--- src/sccc_pkg.sv ---
package sccc_pkg;
    // ************************************************
    // Register offsets (byte addresses)
    // ************************************************
    localparam logic [7:0] OFS_CTRL = 8'h00; // Clocking, run and stagger
    localparam logic [7:0] OFS_TBA = 8'h04; // time_base_a count
    localparam logic [7:0] OFS_RELA = 8'h08; // time_base_a reload
    localparam logic [7:0] OFS_TBB = 8'h0c; // time_base_b count
    localparam logic [7:0] OFS_RELB = 8'h10; // time_base_b reload
    localparam logic [7:0] OFS_STAT = 8'h14; // Sticky events, write one to clear
    localparam logic [7:0] OFS_MASK = 8'h18; // Interrupt mask, same layout
    localparam logic [7:0] OFS_PINS = 8'h1c; // Synchronised pins and pin latches
    localparam logic [7:0] OFS_VAL = 8'h40; // Channel values, one word each
    localparam logic [7:0] OFS_CFG = 8'h80; // Channel configs, one word each
    // ************************************************
    // Field layout
    // ************************************************
    localparam int NCH = 16; // Channels
    localparam int CTRL_W = 13; // Control register width
    localparam int CTRL_STRIDE = 5; // Per-timer field group
    localparam int CTRL_PS = 0; // Prescaler select, 3 bits
    localparam int CTRL_SRC = 3; // Clock source, 2 bits
    localparam int CTRL_RUN = 10; // Run bit of timer a, b at +1
    localparam int CTRL_STAG = 12; // Staggered operation
    localparam int CFG_W = 8; // Channel config width
    localparam int CFG_TSEL = 0; // 0 time_base_a, 1 time_base_b
    localparam int CFG_MODE = 1; // Mode, 3 bits
    localparam int CFG_EDGE = 4; // Rising at +0, falling at +1
    localparam int CFG_DBL = 6; // Double register, low half only
    localparam int CFG_ONCE = 7; // Single event
    localparam int STAT_W = NCH + 2; // Channels then two overflows
    localparam int STAT_OVF = NCH; // time_base_a overflow, b at +1
    // ************************************************
    // Reset values and timing
    // ************************************************
    localparam logic [CTRL_W-1:0] CTRL_RST = 13'h0000;
    localparam logic [CFG_W-1:0] CFG_RST = 8'h00;
    localparam logic [15:0] TB_RST = 16'h0000;
    localparam logic [STAT_W-1:0] MASK_RST = 18'h00000;
    localparam int STAGGER_CYCLES = 8; // Step spacing when staggered
    // ************************************************
    // Enumerations
    // ************************************************
    typedef enum logic [2:0] {
        CM_OFF = 3'b000,
        CM_CAPT = 3'b001,
        CM_CMP0 = 3'b010,
        CM_CMP1 = 3'b011,
        CM_CMP2 = 3'b100,
        CM_CMP3 = 3'b101
    } sccc_mode_e;
    typedef enum logic [1:0] {
        SRC_PRESC = 2'b00,
        SRC_UPSTR = 2'b01,
        SRC_EXT = 2'b10
    } sccc_src_e;
endpackage : sccc_pkg

--- src/sccc_top.sv ---
// The placing of the registers and the AHB-Lite register port are this design's own decisions.
`timescale 1ns/100ps
module sccc_top
    import sccc_pkg::*;
#(
    parameter int PRE_W = 8
) (
    input logic clk,
    input logic resetn,
    input logic hsel,
    input logic [31:0] haddr,
    input logic [1:0] htrans,
    input logic hwrite,
    input logic [2:0] hsize,
    input logic [31:0] hwdata,
    input logic hready,
    output logic hreadyout,
    output logic [31:0] hrdata,
    output logic hresp,
    input logic upstreamTick,
    input logic extCount,
    input logic [NCH-1:0] ccPinIn,
    output logic [NCH-1:0] ccPinOut,
    output logic [NCH-1:0] ccPinOen,
    output logic irq
);
    localparam int HALF = NCH / 2;
    localparam int STG_W = $clog2(STAGGER_CYCLES);

    // ************************************************
    // Helpers
    // ************************************************
    // Prescaler tick every 2**sel clocks
    function automatic logic presc_tick(input logic [PRE_W-1:0] cnt, input logic [2:0] sel);
        logic [PRE_W-1:0] m;
        m = ~({PRE_W{1'b1}} << sel);
        return (cnt & m) == m;
    endfunction : presc_tick

    function automatic logic modeIs(input logic [CFG_W-1:0] c, input sccc_mode_e m);
        return c[CFG_MODE +: 3] == m;
    endfunction : modeIs

    // Word address hits channel slot i of a channel bank
    function automatic logic hitCh(input logic [7:0] a, input logic [7:0] base, input int i);
        return a[7:6] == base[7:6] && a[5:2] == 4'(i);
    endfunction : hitCh

    // ************************************************
    // Input synchronisers
    // ************************************************
    logic [NCH-1:0] pinS1, pinS2, pinS3; // Stage 3 only for edges
    logic [2:0] extS; // External count sync and edge
    logic [NCH-1:0] rise, fall;
    logic extTick;

    always_ff @(posedge clk or negedge resetn) begin
        if (!resetn) begin
            pinS1 <= '0;
            pinS2 <= '0;
            pinS3 <= '0;
            extS <= '0;
        end else begin
            pinS1 <= ccPinIn;
            pinS2 <= pinS1;
            pinS3 <= pinS2;
            extS <= {extS[1:0], extCount};
        end
    end

    // Edges use stages 2 and 3, so a level held for one clock still gives an edge
    assign rise = pinS2 & ~pinS3;
    assign fall = ~pinS2 & pinS3;
    assign extTick = extS[1] & ~extS[2];

    // ************************************************
    // AHB-Lite slave
    // ************************************************
    logic apSel; // Address phase taken
    logic wrPend, rdPend; // Data phase pending
    logic [7:0] apAddr; // Only low byte decoded, upper bits alias
    logic [31:0] rdData;

    assign apSel = hsel && htrans[1] && hready;

    // Reads take one wait state so that a write just before is seen
    always_ff @(posedge clk or negedge resetn) begin
        if (!resetn) begin
            apAddr <= 8'h00;
            wrPend <= 1'b0;
            rdPend <= 1'b0;
            hreadyout <= 1'b1;
            hrdata <= 32'h0000_0000;
            hresp <= 1'b0;
        end else begin
            hresp <= 1'b0;
            if (apSel) begin
                apAddr <= haddr[7:0];
                wrPend <= hwrite;
                rdPend <= !hwrite;
                hreadyout <= hwrite;
            end else begin
                wrPend <= 1'b0;
                rdPend <= 1'b0;
                hreadyout <= 1'b1;
            end
            if (rdPend) begin
                hrdata <= rdData;
            end
        end
    end

    // ************************************************
    // Registers and write decode
    // ************************************************
    logic [CTRL_W-1:0] ctrl; // Timer clocking control
    logic [15:0] tb [2]; // Time base counters
    logic [15:0] rel [2]; // Reload values
    logic [15:0] val [NCH]; // Channel capture/compare values
    logic [CFG_W-1:0] cfg [NCH]; // Channel configs
    logic [STAT_W-1:0] stat, mask, next_stat;
    logic [1:0] tbWr, relWr;
    logic [NCH-1:0] valWr, cfgWr;

    always_comb begin
        tbWr[0] = wrPend && apAddr == OFS_TBA;
        tbWr[1] = wrPend && apAddr == OFS_TBB;
        relWr[0] = wrPend && apAddr == OFS_RELA;
        relWr[1] = wrPend && apAddr == OFS_RELB;
        for (int i = 0; i < NCH; i++) begin
            valWr[i] = wrPend && hitCh(apAddr, OFS_VAL, i);
            cfgWr[i] = wrPend && hitCh(apAddr, OFS_CFG, i);
        end
    end

    // Read mux, unmapped words read zero
    always_comb begin
        rdData = 32'h0000_0000;
        if (apAddr[7:6] == OFS_VAL[7:6]) begin
            rdData = {16'h0000, val[apAddr[5:2]]};
        end else if (apAddr[7:6] == OFS_CFG[7:6]) begin
            rdData = {24'h000000, cfg[apAddr[5:2]]};
        end else begin
            case (apAddr)
                OFS_CTRL: rdData = 32'(ctrl);
                OFS_TBA: rdData = {16'h0000, tb[0]};
                OFS_RELA: rdData = {16'h0000, rel[0]};
                OFS_TBB: rdData = {16'h0000, tb[1]};
                OFS_RELB: rdData = {16'h0000, rel[1]};
                OFS_STAT: rdData = 32'(stat);
                OFS_MASK: rdData = 32'(mask);
                OFS_PINS: rdData = {pinS2, ccPinOut};
                default: rdData = 32'h0000_0000;
            endcase
        end
    end

    // Control and mask
    always_ff @(posedge clk or negedge resetn) begin
        if (!resetn) begin
            ctrl <= CTRL_RST;
            mask <= MASK_RST;
        end else begin
            if (wrPend && apAddr == OFS_CTRL) begin
                ctrl <= hwdata[CTRL_W-1:0];
            end
            if (wrPend && apAddr == OFS_MASK) begin
                mask <= hwdata[STAT_W-1:0];
            end
        end
    end

    // ************************************************
    // Time bases
    // ************************************************
    logic [PRE_W-1:0] presc; // Shared free-running prescaler
    logic [STG_W-1:0] stag; // Stagger phase
    logic stagOk;
    logic [1:0] srcTick, step, ovf;

    always_ff @(posedge clk or negedge resetn) begin
        if (!resetn) begin
            presc <= '0;
            stag <= '0;
        end else begin
            presc <= presc + 1'b1;
            stag <= stag + 1'b1;
        end
    end

    assign stagOk = !ctrl[CTRL_STAG] || stag == '0;

    always_comb begin
        for (int t = 0; t < 2; t++) begin
            case (ctrl[t*CTRL_STRIDE+CTRL_SRC +: 2])
                SRC_PRESC: srcTick[t] = presc_tick(presc, ctrl[t*CTRL_STRIDE+CTRL_PS +: 3]);
                SRC_UPSTR: srcTick[t] = upstreamTick;
                SRC_EXT: srcTick[t] = (t == 0) && extTick;
                default: srcTick[t] = 1'b0;
            endcase
            step[t] = ctrl[CTRL_RUN+t] && stagOk && srcTick[t];
            ovf[t] = step[t] && tb[t] == 16'hffff;
        end
    end

    always_ff @(posedge clk or negedge resetn) begin
        if (!resetn) begin
            for (int t = 0; t < 2; t++) begin
                tb[t] <= TB_RST;
                rel[t] <= TB_RST;
            end
        end else begin
            for (int t = 0; t < 2; t++) begin
                if (relWr[t]) begin
                    rel[t] <= hwdata[15:0];
                end
                if (tbWr[t]) begin
                    tb[t] <= hwdata[15:0];
                end else if (ovf[t]) begin
                    tb[t] <= rel[t];
                end else if (step[t]) begin
                    tb[t] <= tb[t] + 16'h0001;
                end
            end
        end
    end

    // ************************************************
    // Channel events
    // ************************************************
    logic [15:0] selTb [NCH]; // Assigned timer value
    logic [NCH-1:0] selStep, selOvf, match, capt, cmpEv;
    logic [NCH-1:0] spent, armed; // Single-event and per-period state

    always_comb begin
        for (int i = 0; i < NCH; i++) begin
            selTb[i] = tb[cfg[i][CFG_TSEL]];
            selStep[i] = step[cfg[i][CFG_TSEL]];
            selOvf[i] = ovf[cfg[i][CFG_TSEL]];
            match[i] = selStep[i] && selTb[i] == val[i] && !spent[i];
            capt[i] = 1'b0;
            cmpEv[i] = 1'b0;
            unique case (cfg[i][CFG_MODE +: 3])
                CM_OFF: cmpEv[i] = 1'b0;
                CM_CAPT: capt[i] = (rise[i] && cfg[i][CFG_EDGE]) || (fall[i] && cfg[i][CFG_EDGE+1]);
                CM_CMP0, CM_CMP1: cmpEv[i] = match[i];
                CM_CMP2, CM_CMP3: cmpEv[i] = match[i] && armed[i];
                default: cmpEv[i] = 1'b0;
            endcase
        end
    end

    // Armed again by overflow; overflow wins as the match closes the old period
    always_ff @(posedge clk or negedge resetn) begin
        if (!resetn) begin
            spent <= '0;
            armed <= '1;
        end else begin
            for (int i = 0; i < NCH; i++) begin
                if (cmpEv[i] && cfg[i][CFG_ONCE]) begin
                    spent[i] <= 1'b1;
                end else if (cfgWr[i]) begin
                    spent[i] <= 1'b0;
                end
                if (selOvf[i]) begin
                    armed[i] <= 1'b1;
                end else if (cmpEv[i]) begin
                    armed[i] <= 1'b0;
                end
            end
        end
    end

    // Values and configs; a capture wins over a software write
    always_ff @(posedge clk or negedge resetn) begin
        if (!resetn) begin
            for (int i = 0; i < NCH; i++) begin
                val[i] <= TB_RST;
                cfg[i] <= CFG_RST;
            end
        end else begin
            for (int i = 0; i < NCH; i++) begin
                if (capt[i]) begin
                    val[i] <= selTb[i];
                end else if (valWr[i]) begin
                    val[i] <= hwdata[15:0];
                end
                if (cfgWr[i]) begin
                    cfg[i] <= hwdata[CFG_W-1:0];
                end
            end
        end
    end

    // ************************************************
    // Pin drivers
    // ************************************************
    logic [NCH-1:0] tog, setP, clrP, drive;

    always_comb begin
        for (int i = 0; i < NCH; i++) begin
            tog[i] = cmpEv[i] && modeIs(cfg[i], CM_CMP1);
            // set on match, clear on overflow
            setP[i] = cmpEv[i] && modeIs(cfg[i], CM_CMP3);
            clrP[i] = selOvf[i] && modeIs(cfg[i], CM_CMP3);
            // pin is output only when comparing to it
            drive[i] = modeIs(cfg[i], CM_CMP1) || modeIs(cfg[i], CM_CMP3);
        end
        for (int i = 0; i < HALF; i++) begin
            if (cfg[i][CFG_DBL]) begin
                tog[i] = cmpEv[i] || cmpEv[i+HALF];
                setP[i] = 1'b0;
                clrP[i] = 1'b0;
                drive[i] = 1'b1;
                tog[i+HALF] = 1'b0;
                setP[i+HALF] = 1'b0;
                clrP[i+HALF] = 1'b0;
                drive[i+HALF] = 1'b0;
            end
        end
    end

    // Set wins when match and overflow coincide
    always_ff @(posedge clk or negedge resetn) begin
        if (!resetn) begin
            ccPinOut <= '0;
            ccPinOen <= '1;
        end else begin
            ccPinOen <= ~drive;
            for (int i = 0; i < NCH; i++) begin
                if (tog[i]) begin
                    ccPinOut[i] <= ~ccPinOut[i];
                end else if (setP[i]) begin
                    ccPinOut[i] <= 1'b1;
                end else if (clrP[i]) begin
                    ccPinOut[i] <= 1'b0;
                end
            end
        end
    end

    // ************************************************
    // Interrupt status
    // ************************************************
    // New events win over a write-one clear in the same cycle
    always_comb begin
        next_stat = stat;
        if (wrPend && apAddr == OFS_STAT) begin
            next_stat = stat & ~hwdata[STAT_W-1:0];
        end
        next_stat = next_stat | {ovf, capt | cmpEv};
    end

    always_ff @(posedge clk or negedge resetn) begin
        if (!resetn) begin
            stat <= '0;
            irq <= 1'b0;
        end else begin
            stat <= next_stat;
            irq <= |(next_stat & mask);
        end
    end
endmodule : sccc_top

--- config.mk ---
export PLATFORM = sky130hd
export DESIGN_NAME = sccc_top
export DESIGN_NICKNAME = d
export VERILOG_FILES = /design/src/sccc_pkg.sv /design/src/sccc_top.sv
export SDC_FILE = /design/constraint.sdc
export NUM_CORES = 2
export LEC_CHECK = 0
export BUFFER_PORTS_ARGS = -buffer_cell sky130_fd_sc_hd__buf_2
export CORE_AREA = 5 5 277 279
export CTS_CLUSTER_SIZE = 25
export DETAILED_ROUTE_END_ITERATION = 8
export DIE_AREA = 0 0 282 284
export GPL_TIMING_DRIVEN = 0
export HOLD_SLACK_MARGIN = 0.06
export PLACE_DENSITY = 0.72
export REMOVE_ABC_BUFFERS = 1
export SLEW_MARGIN = 20
export SYNTH_ARGS = -nofsm -noshare
export SYNTH_HDL_FRONTEND = slang
export SYNTH_SLANG_ARGS = --single-unit
--- constraint.sdc ---
create_clock -name clk -period 6.1 [get_ports clk]
set_input_delay 0.61 -clock clk [delete_from_list [all_inputs] [get_ports clk]]
set_output_delay 0.61 -clock clk [all_outputs]
set_load 0.03 [all_outputs]
# After elaboration in Yosys (flattened, before gate mapping)
# Index checks and enable logic that the tools add are counted.
# totals
ff_bits	667
latchBits	0
ram_bits	0
mem_bits_ro	0
output_inout_bits	67
mem_count	0
# classes
n_addsub	4
mul	0
div_mod_pow	0
n_lt_le_gt_ge	33
n_eq_ne	127
n_shift	2
n_mux	373
bitwise_logic	49
reduce_logical	386
# op_table
cell	n
16-bit two-way mux	88
1-bit two-way mux	259
16-bit == test	16
32-bit one-hot mux with 8 select lines	1
1-bit logical AND	223
3-bit by 2-bit == test with 1-bit output, second input constant	32
3-bit == test, second input constant	32
2-bit nonzero test	48
16-bit binary-select mux with 4-bit select	1
32-bit two-way mux	2
2-bit OR reduction	32
3-bit nonzero test	18
3-bit by 1-bit == test with 1-bit output, second input constant	16
16-bit NOT	3
1-bit logical OR	41
18-bit AND	2
1-bit one-hot mux with 2 select lines	17
16-bit by 1-bit adder with 16-bit output, second input constant	2
16-bit AND	2
8-bit binary-select mux with 4-bit select	1
16-bit == test, second input constant	2
4-bit == test, second input constant	8
8-bit by 5-bit == test with 1-bit output, second input constant	4
2-bit >= comparator, second input constant	16
other kinds (31)	108

# Longest topological paths before layout
# logic_depth
ltp_word	16
ltp_mapped	12

# Worst setup path before layout
# No wires, ideal clock.
# synth_timing
kind	reg-to-reg
from	register apAddr[6]
to	register irq
setup_time_ns	0.131
arrival_time_ns	2.799
required_time_ns	5.969
setup_slack_ns	3.169
path_stages_with_launch	11
n_path_buf	2
cell_sequence	dfrtp_1 -> buf_2 -> or4_4 -> nor4_2 -> buf_4 -> nand2_1 -> a21o_1 -> a2111oi_2 -> o2111ai_1 -> a2111o_1 -> or3_1
# synth_via
elab_chain_cells	6
# synth_rtl
item	line_no	rtl
start: declaration	sccc_top.sv:81	logic [7:0] apAddr;
start signal: assignment	sccc_top.sv:98	apAddr <= haddr[7:0];
8-bit by 5-bit == test with 1-bit output	sccc_top.sv:348	if (wrPend && apAddr == OFS_STAT) begin
1-bit logical AND	sccc_top.sv:348	
18-bit two-way mux	sccc_top.sv:348	
18-bit bitwise OR	sccc_top.sv:351	next_stat = next_stat | {ovf, capt | cmpEv};
18-bit AND	sccc_top.sv:360	irq <= |(next_stat & mask);
18-bit OR reduction	sccc_top.sv:360	
end signal: assignment	sccc_top.sv:360	
end: declaration	sccc_top.sv:25	output logic irq
# Every way passes these cells.
# A chain may end at the register's enable or synchronous reset.

# Worst setup path after layout
# layout_timing
from	register apAddr[3]
to	register irq
# Same word-level chain as after synthesis.

==> results.json <==
{
  "path_cells": "buf_16 > buf_12 > nand2b_1 > nor4_4 > a21boi_0 > o21ai_0 > o2111a_1 > o2111ai_1 > a2111o_1 > or3_1",
  "netlist.area_leader.share_pct": 39.4,
  "dp_hpwl_um": 99100,
  "worst_slack_ns": 0.944,
  "place_area_um2": 41900,
  "die_x_um": 282,
  "clockBufferDepth": 3,
  "critPathKind": "reg -> reg",
  "drt_first_pass_iters": 9,
  "drive_gt1_share_pct": 20.9,
  "max_slew_margin_pct": 13.8,
  "intPower_mw": 8.70,
  "ios": 159,
  "crit_buf_inv": 2,
  "combPwrFrac_pct": 24.6,
  "power_density_nw_per_um2": 303,
  "grt_busiest_layer": "met2",
  "final.fill_count": 6153,
  "vias": 33660,
  "htree_levels": 3,
  "grt_setup_unrepaired": "false",
  "port_buffers": 115,
  "peakVddDrop_mv": 0.217,
  "start_kind": "flop",
  "cp_max_fo": 33,
  "synth_seq_cells": 666,
  "async_reset_ff_share_pct": 100,
  "use_met1_pct": 47.8,
  "p_clk_share_pct": 32.7,
  "critPathCaptureType": "flop",
  "total_power_mw": 13.4,
  "cpPeakStageDelay_ns": 0.99,
  "core_um2": 73900,
  "skew_ns": 0.0264,
  "clock.fmax_mhz": 194,
  "die_h_um": 284,
  "hold_buffers": 1,
  "worstPathRequired_ns": 6.57,
  "p_switching_mw": 4.69,
  "ys_types": 74,
  "core.rowCount": 100,
  "dp_slack_ns": 1.27,
  "whs_ns": 0.0822,
  "drc": 0,
  "final_cell_area_um2": 44200,
  "final_util_pct": 59.8,
  "synth_cells": 3911,
  "grtUsageMet3_pct": 12.2,
  "cp-startpoint": "apAddr[3]",
  "setup_viol": 0,
  "synth_top_flop_cell": "dfrtp_1",
  "cap_violations": 0,
  "pwr-share-seq_pct": 42.8,
  "postCtsSetupBuffers": 0,
  "nets": 3972,
  "grt_use_met2_pct": 51.0,
  "ant_nets": 0,
  "synth.cell_area_um2": 40200,
  "hold_start": "ccPinIn[1]",
  "viasPerCell": 6.91,
  "clkSinkCount": 666,
  "grt_max_degree": 89,
  "gp_congestion": 1.01,
  "crit_arrival_ns": 5.63,
  "final-hold-violation-count": 0,
  "cts_tree": "built",
  "netSwitchingFraction_pct": 35.0,
  "grt_pass1_wl_um": 216000,
  "layout_min_cycle_time_ns": 5.16,
  "root_buffer": "clkbuf_16",
  "worst_pin_slew_ns": 1.29,
  "die_area_um2": 80100,
  "syn_to_final_growth_pct": 10.1,
  "synth_top_cell_by_area": "dfrtp_1",
  "ys_seq_area_share_pct": 41.6,
  "clkTransAtPathRegs_ns": 0.06,
  "grtUsageTotal_pct": 35.8,
  "cts_buffers": 73,
  "drtIter0Drc": 4765,
  "yosysWarnings": 0,
  "crit_family": "simple AND/OR/NAND/NOR gates",
  "overflow": 0,
  "cp_slowest_cell": "nor4_4",
  "syn_area_per_cell_um2": 10.3,
  "worstSkewPairLatency_ns": 0.63,
  "synth_edf_count": 0,
  "status": "complete, no violations",
  "finalWirelength_um": 146000,
  "hp-class": "in -> reg",
  "final_max_slew_viol_count": 0,
  "post-route-period-util_pct": 84.5,
  "grt_antenna_before_repair": 9,
  "wl_per_cell_um": 30.0,
  "cts_resized": 0,
  "grt_pass1_vias": 32597,
  "netlist_top_cells_area": "dfrtp_1 39%, mux2_2 7.1%, mux4_2 7.0%",
  "r2r-start": "apAddr[3]",
  "floorplan.initialDensity_pct": 54.3,
  "leakagePower_nw": 17.9
}
-- cell usage after synthesis (13+ instances only) --
cell and number:
nor4_1 55, a21oi_1 352, xnor2_1 248, dfrtp_1 633, and3_1 16, a21o_1 13, nand2_1 225, mux2_2 254
buf_1 57, a22oi_1 35, nor2_1 163, or4_1 21, o21ai_0 157, mux2i_1 276, ha_1 37, nand4_1 34
o22ai_1 16, mux4_2 125, xor2_1 31, dfstp_2 33, clkbuf_1 275, nand3_1 73, nand2b_1 17, inv_1 124
nand3b_1 23, nor3_1 40, a211oi_1 189, nor2b_1 186
-- cells in the final DEF, fill, tap and decap left out, drive strengths merged, types with 17 or more instances in the layout --
cell type	netlist	layout
xor2	31	31
or4	22	22
o21ai	157	157
mux4	125	125
mux2	254	254
buf	68	199
a22oi	35	35
nand3	73	73
dfstp	33	33
inv	124	128
ha	37	37
nand2b	17	17
nand4	34	34
nor4	60	60
nand3b	23	23
nand2	225	225
clkbuf	275	113
nor2	163	163
nor3	40	40
a211oi	189	189
nor2b	186	186
dfrtp	633	633
xnor2	248	248
mux2i	276	276
a21oi	352	352
-- worst register-to-register path, cell delays in order (launching register included) --
cell and delay [ns]:
dfrtp_4 0.65, buf_16 0.27, buf_12 0.23, nand2b_1 0.71
nor4_4 0.99, a21boi_0 0.23, o21ai_0 0.64, o2111a_1 0.34
o2111ai_1 0.13, a2111o_1 0.41, or3_1 0.41
-- power by group through the flow --
| stage | combinational [mW] | sequential (mW) | clock, mW |
|---|---|---|---|
| 6_report | 3.29 | 5.72 | 4.38 |
| 5_1_grt | 3.47 | 5.75 | 4.57 |
| 4_1_cts | 3.20 | 5.66 | 4.39 |
| 3_5_place_dp | 3.18 | 5.73 | 0 |
| 3_3_place_gp | 2.96 | 5.86 | 0 |
| 2_1_floorplan | 1.98 | 5.51 | 0 |
-- routing by layer --
metal	vias up	routed length [um]	share of wire (%)
met1	16796	54700	37
met3	531	19100	13
li1	14104	-	-
met5	-	52	0.036
met2	2221	62000	42
met4	8	10500	7.2
-- through the flow --
step / cells / TNS, ns
2_1_floorplan: 3568 / -147.97
5_1_grt: 4868 / 0
3_5_place_dp: 4735 / 0
3_3_place_gp: 4652 / -8542.71
4_1_cts: 4867 / 0
6_report: 4872 / 0
-- logic make-up after synthesis --
kind of cell | count (synthesis) | share of synthesized area [%]
xor gates and xnor gates | 279 | 6.08
adders and majority gates | 37 | 1.15
AOI/OAI and AO/OA | 899 | 14.0
and+or+nand+nor | 907 | 11.8
muxes | 655 | 21.0
other | 1 | 0.00933
buffers and inverters | 467 | 4.41
DFF | 666 | 41.6
-- state kept, by name, summed over array words and instances (netlist names), 7 cells and up --
signal / flops
pinS3: 16
cfg: 128
apAddr: 8
armed: 16
hrdata: 32
val: 256
mask: 18
pinS1: 16
rel: 32
ccPinOut: 16
spent: 16
stat: 18
ccPinOen: 16
pinS2: 16
presc: 7
tb: 32
ctrl: 13
-- final cells by class --
cell class	count	area [um^2]	share of cell area (%)
multi-input combinational	2778	22000	49.7
clock buffer	113	2090	4.72
clock inverter	18	189	0.427
timing repair buffer	200	1520	3.44
antenna	4	10.0	0.0226
sequential	666	16800	37.9
inverter	124	465	1.05
tap	969	1210	2.74
-- final timing paths --
kind | end | slack [ns] | cells after the start
setup / recovery | irq | 0.94 | 10
hold / removal | pinS1[1] | 0.08 | 1
setup reg to reg | irq | 0.94 | 10
hold reg to reg | pinS2[7] | 0.35 | 0
max in group asynchronous | ccPinOen[1] | 3.43 | 6
min in group asynchronous | val[131] | 0.53 | 2
Note: power is estimated with default switching activity, not from simulation.
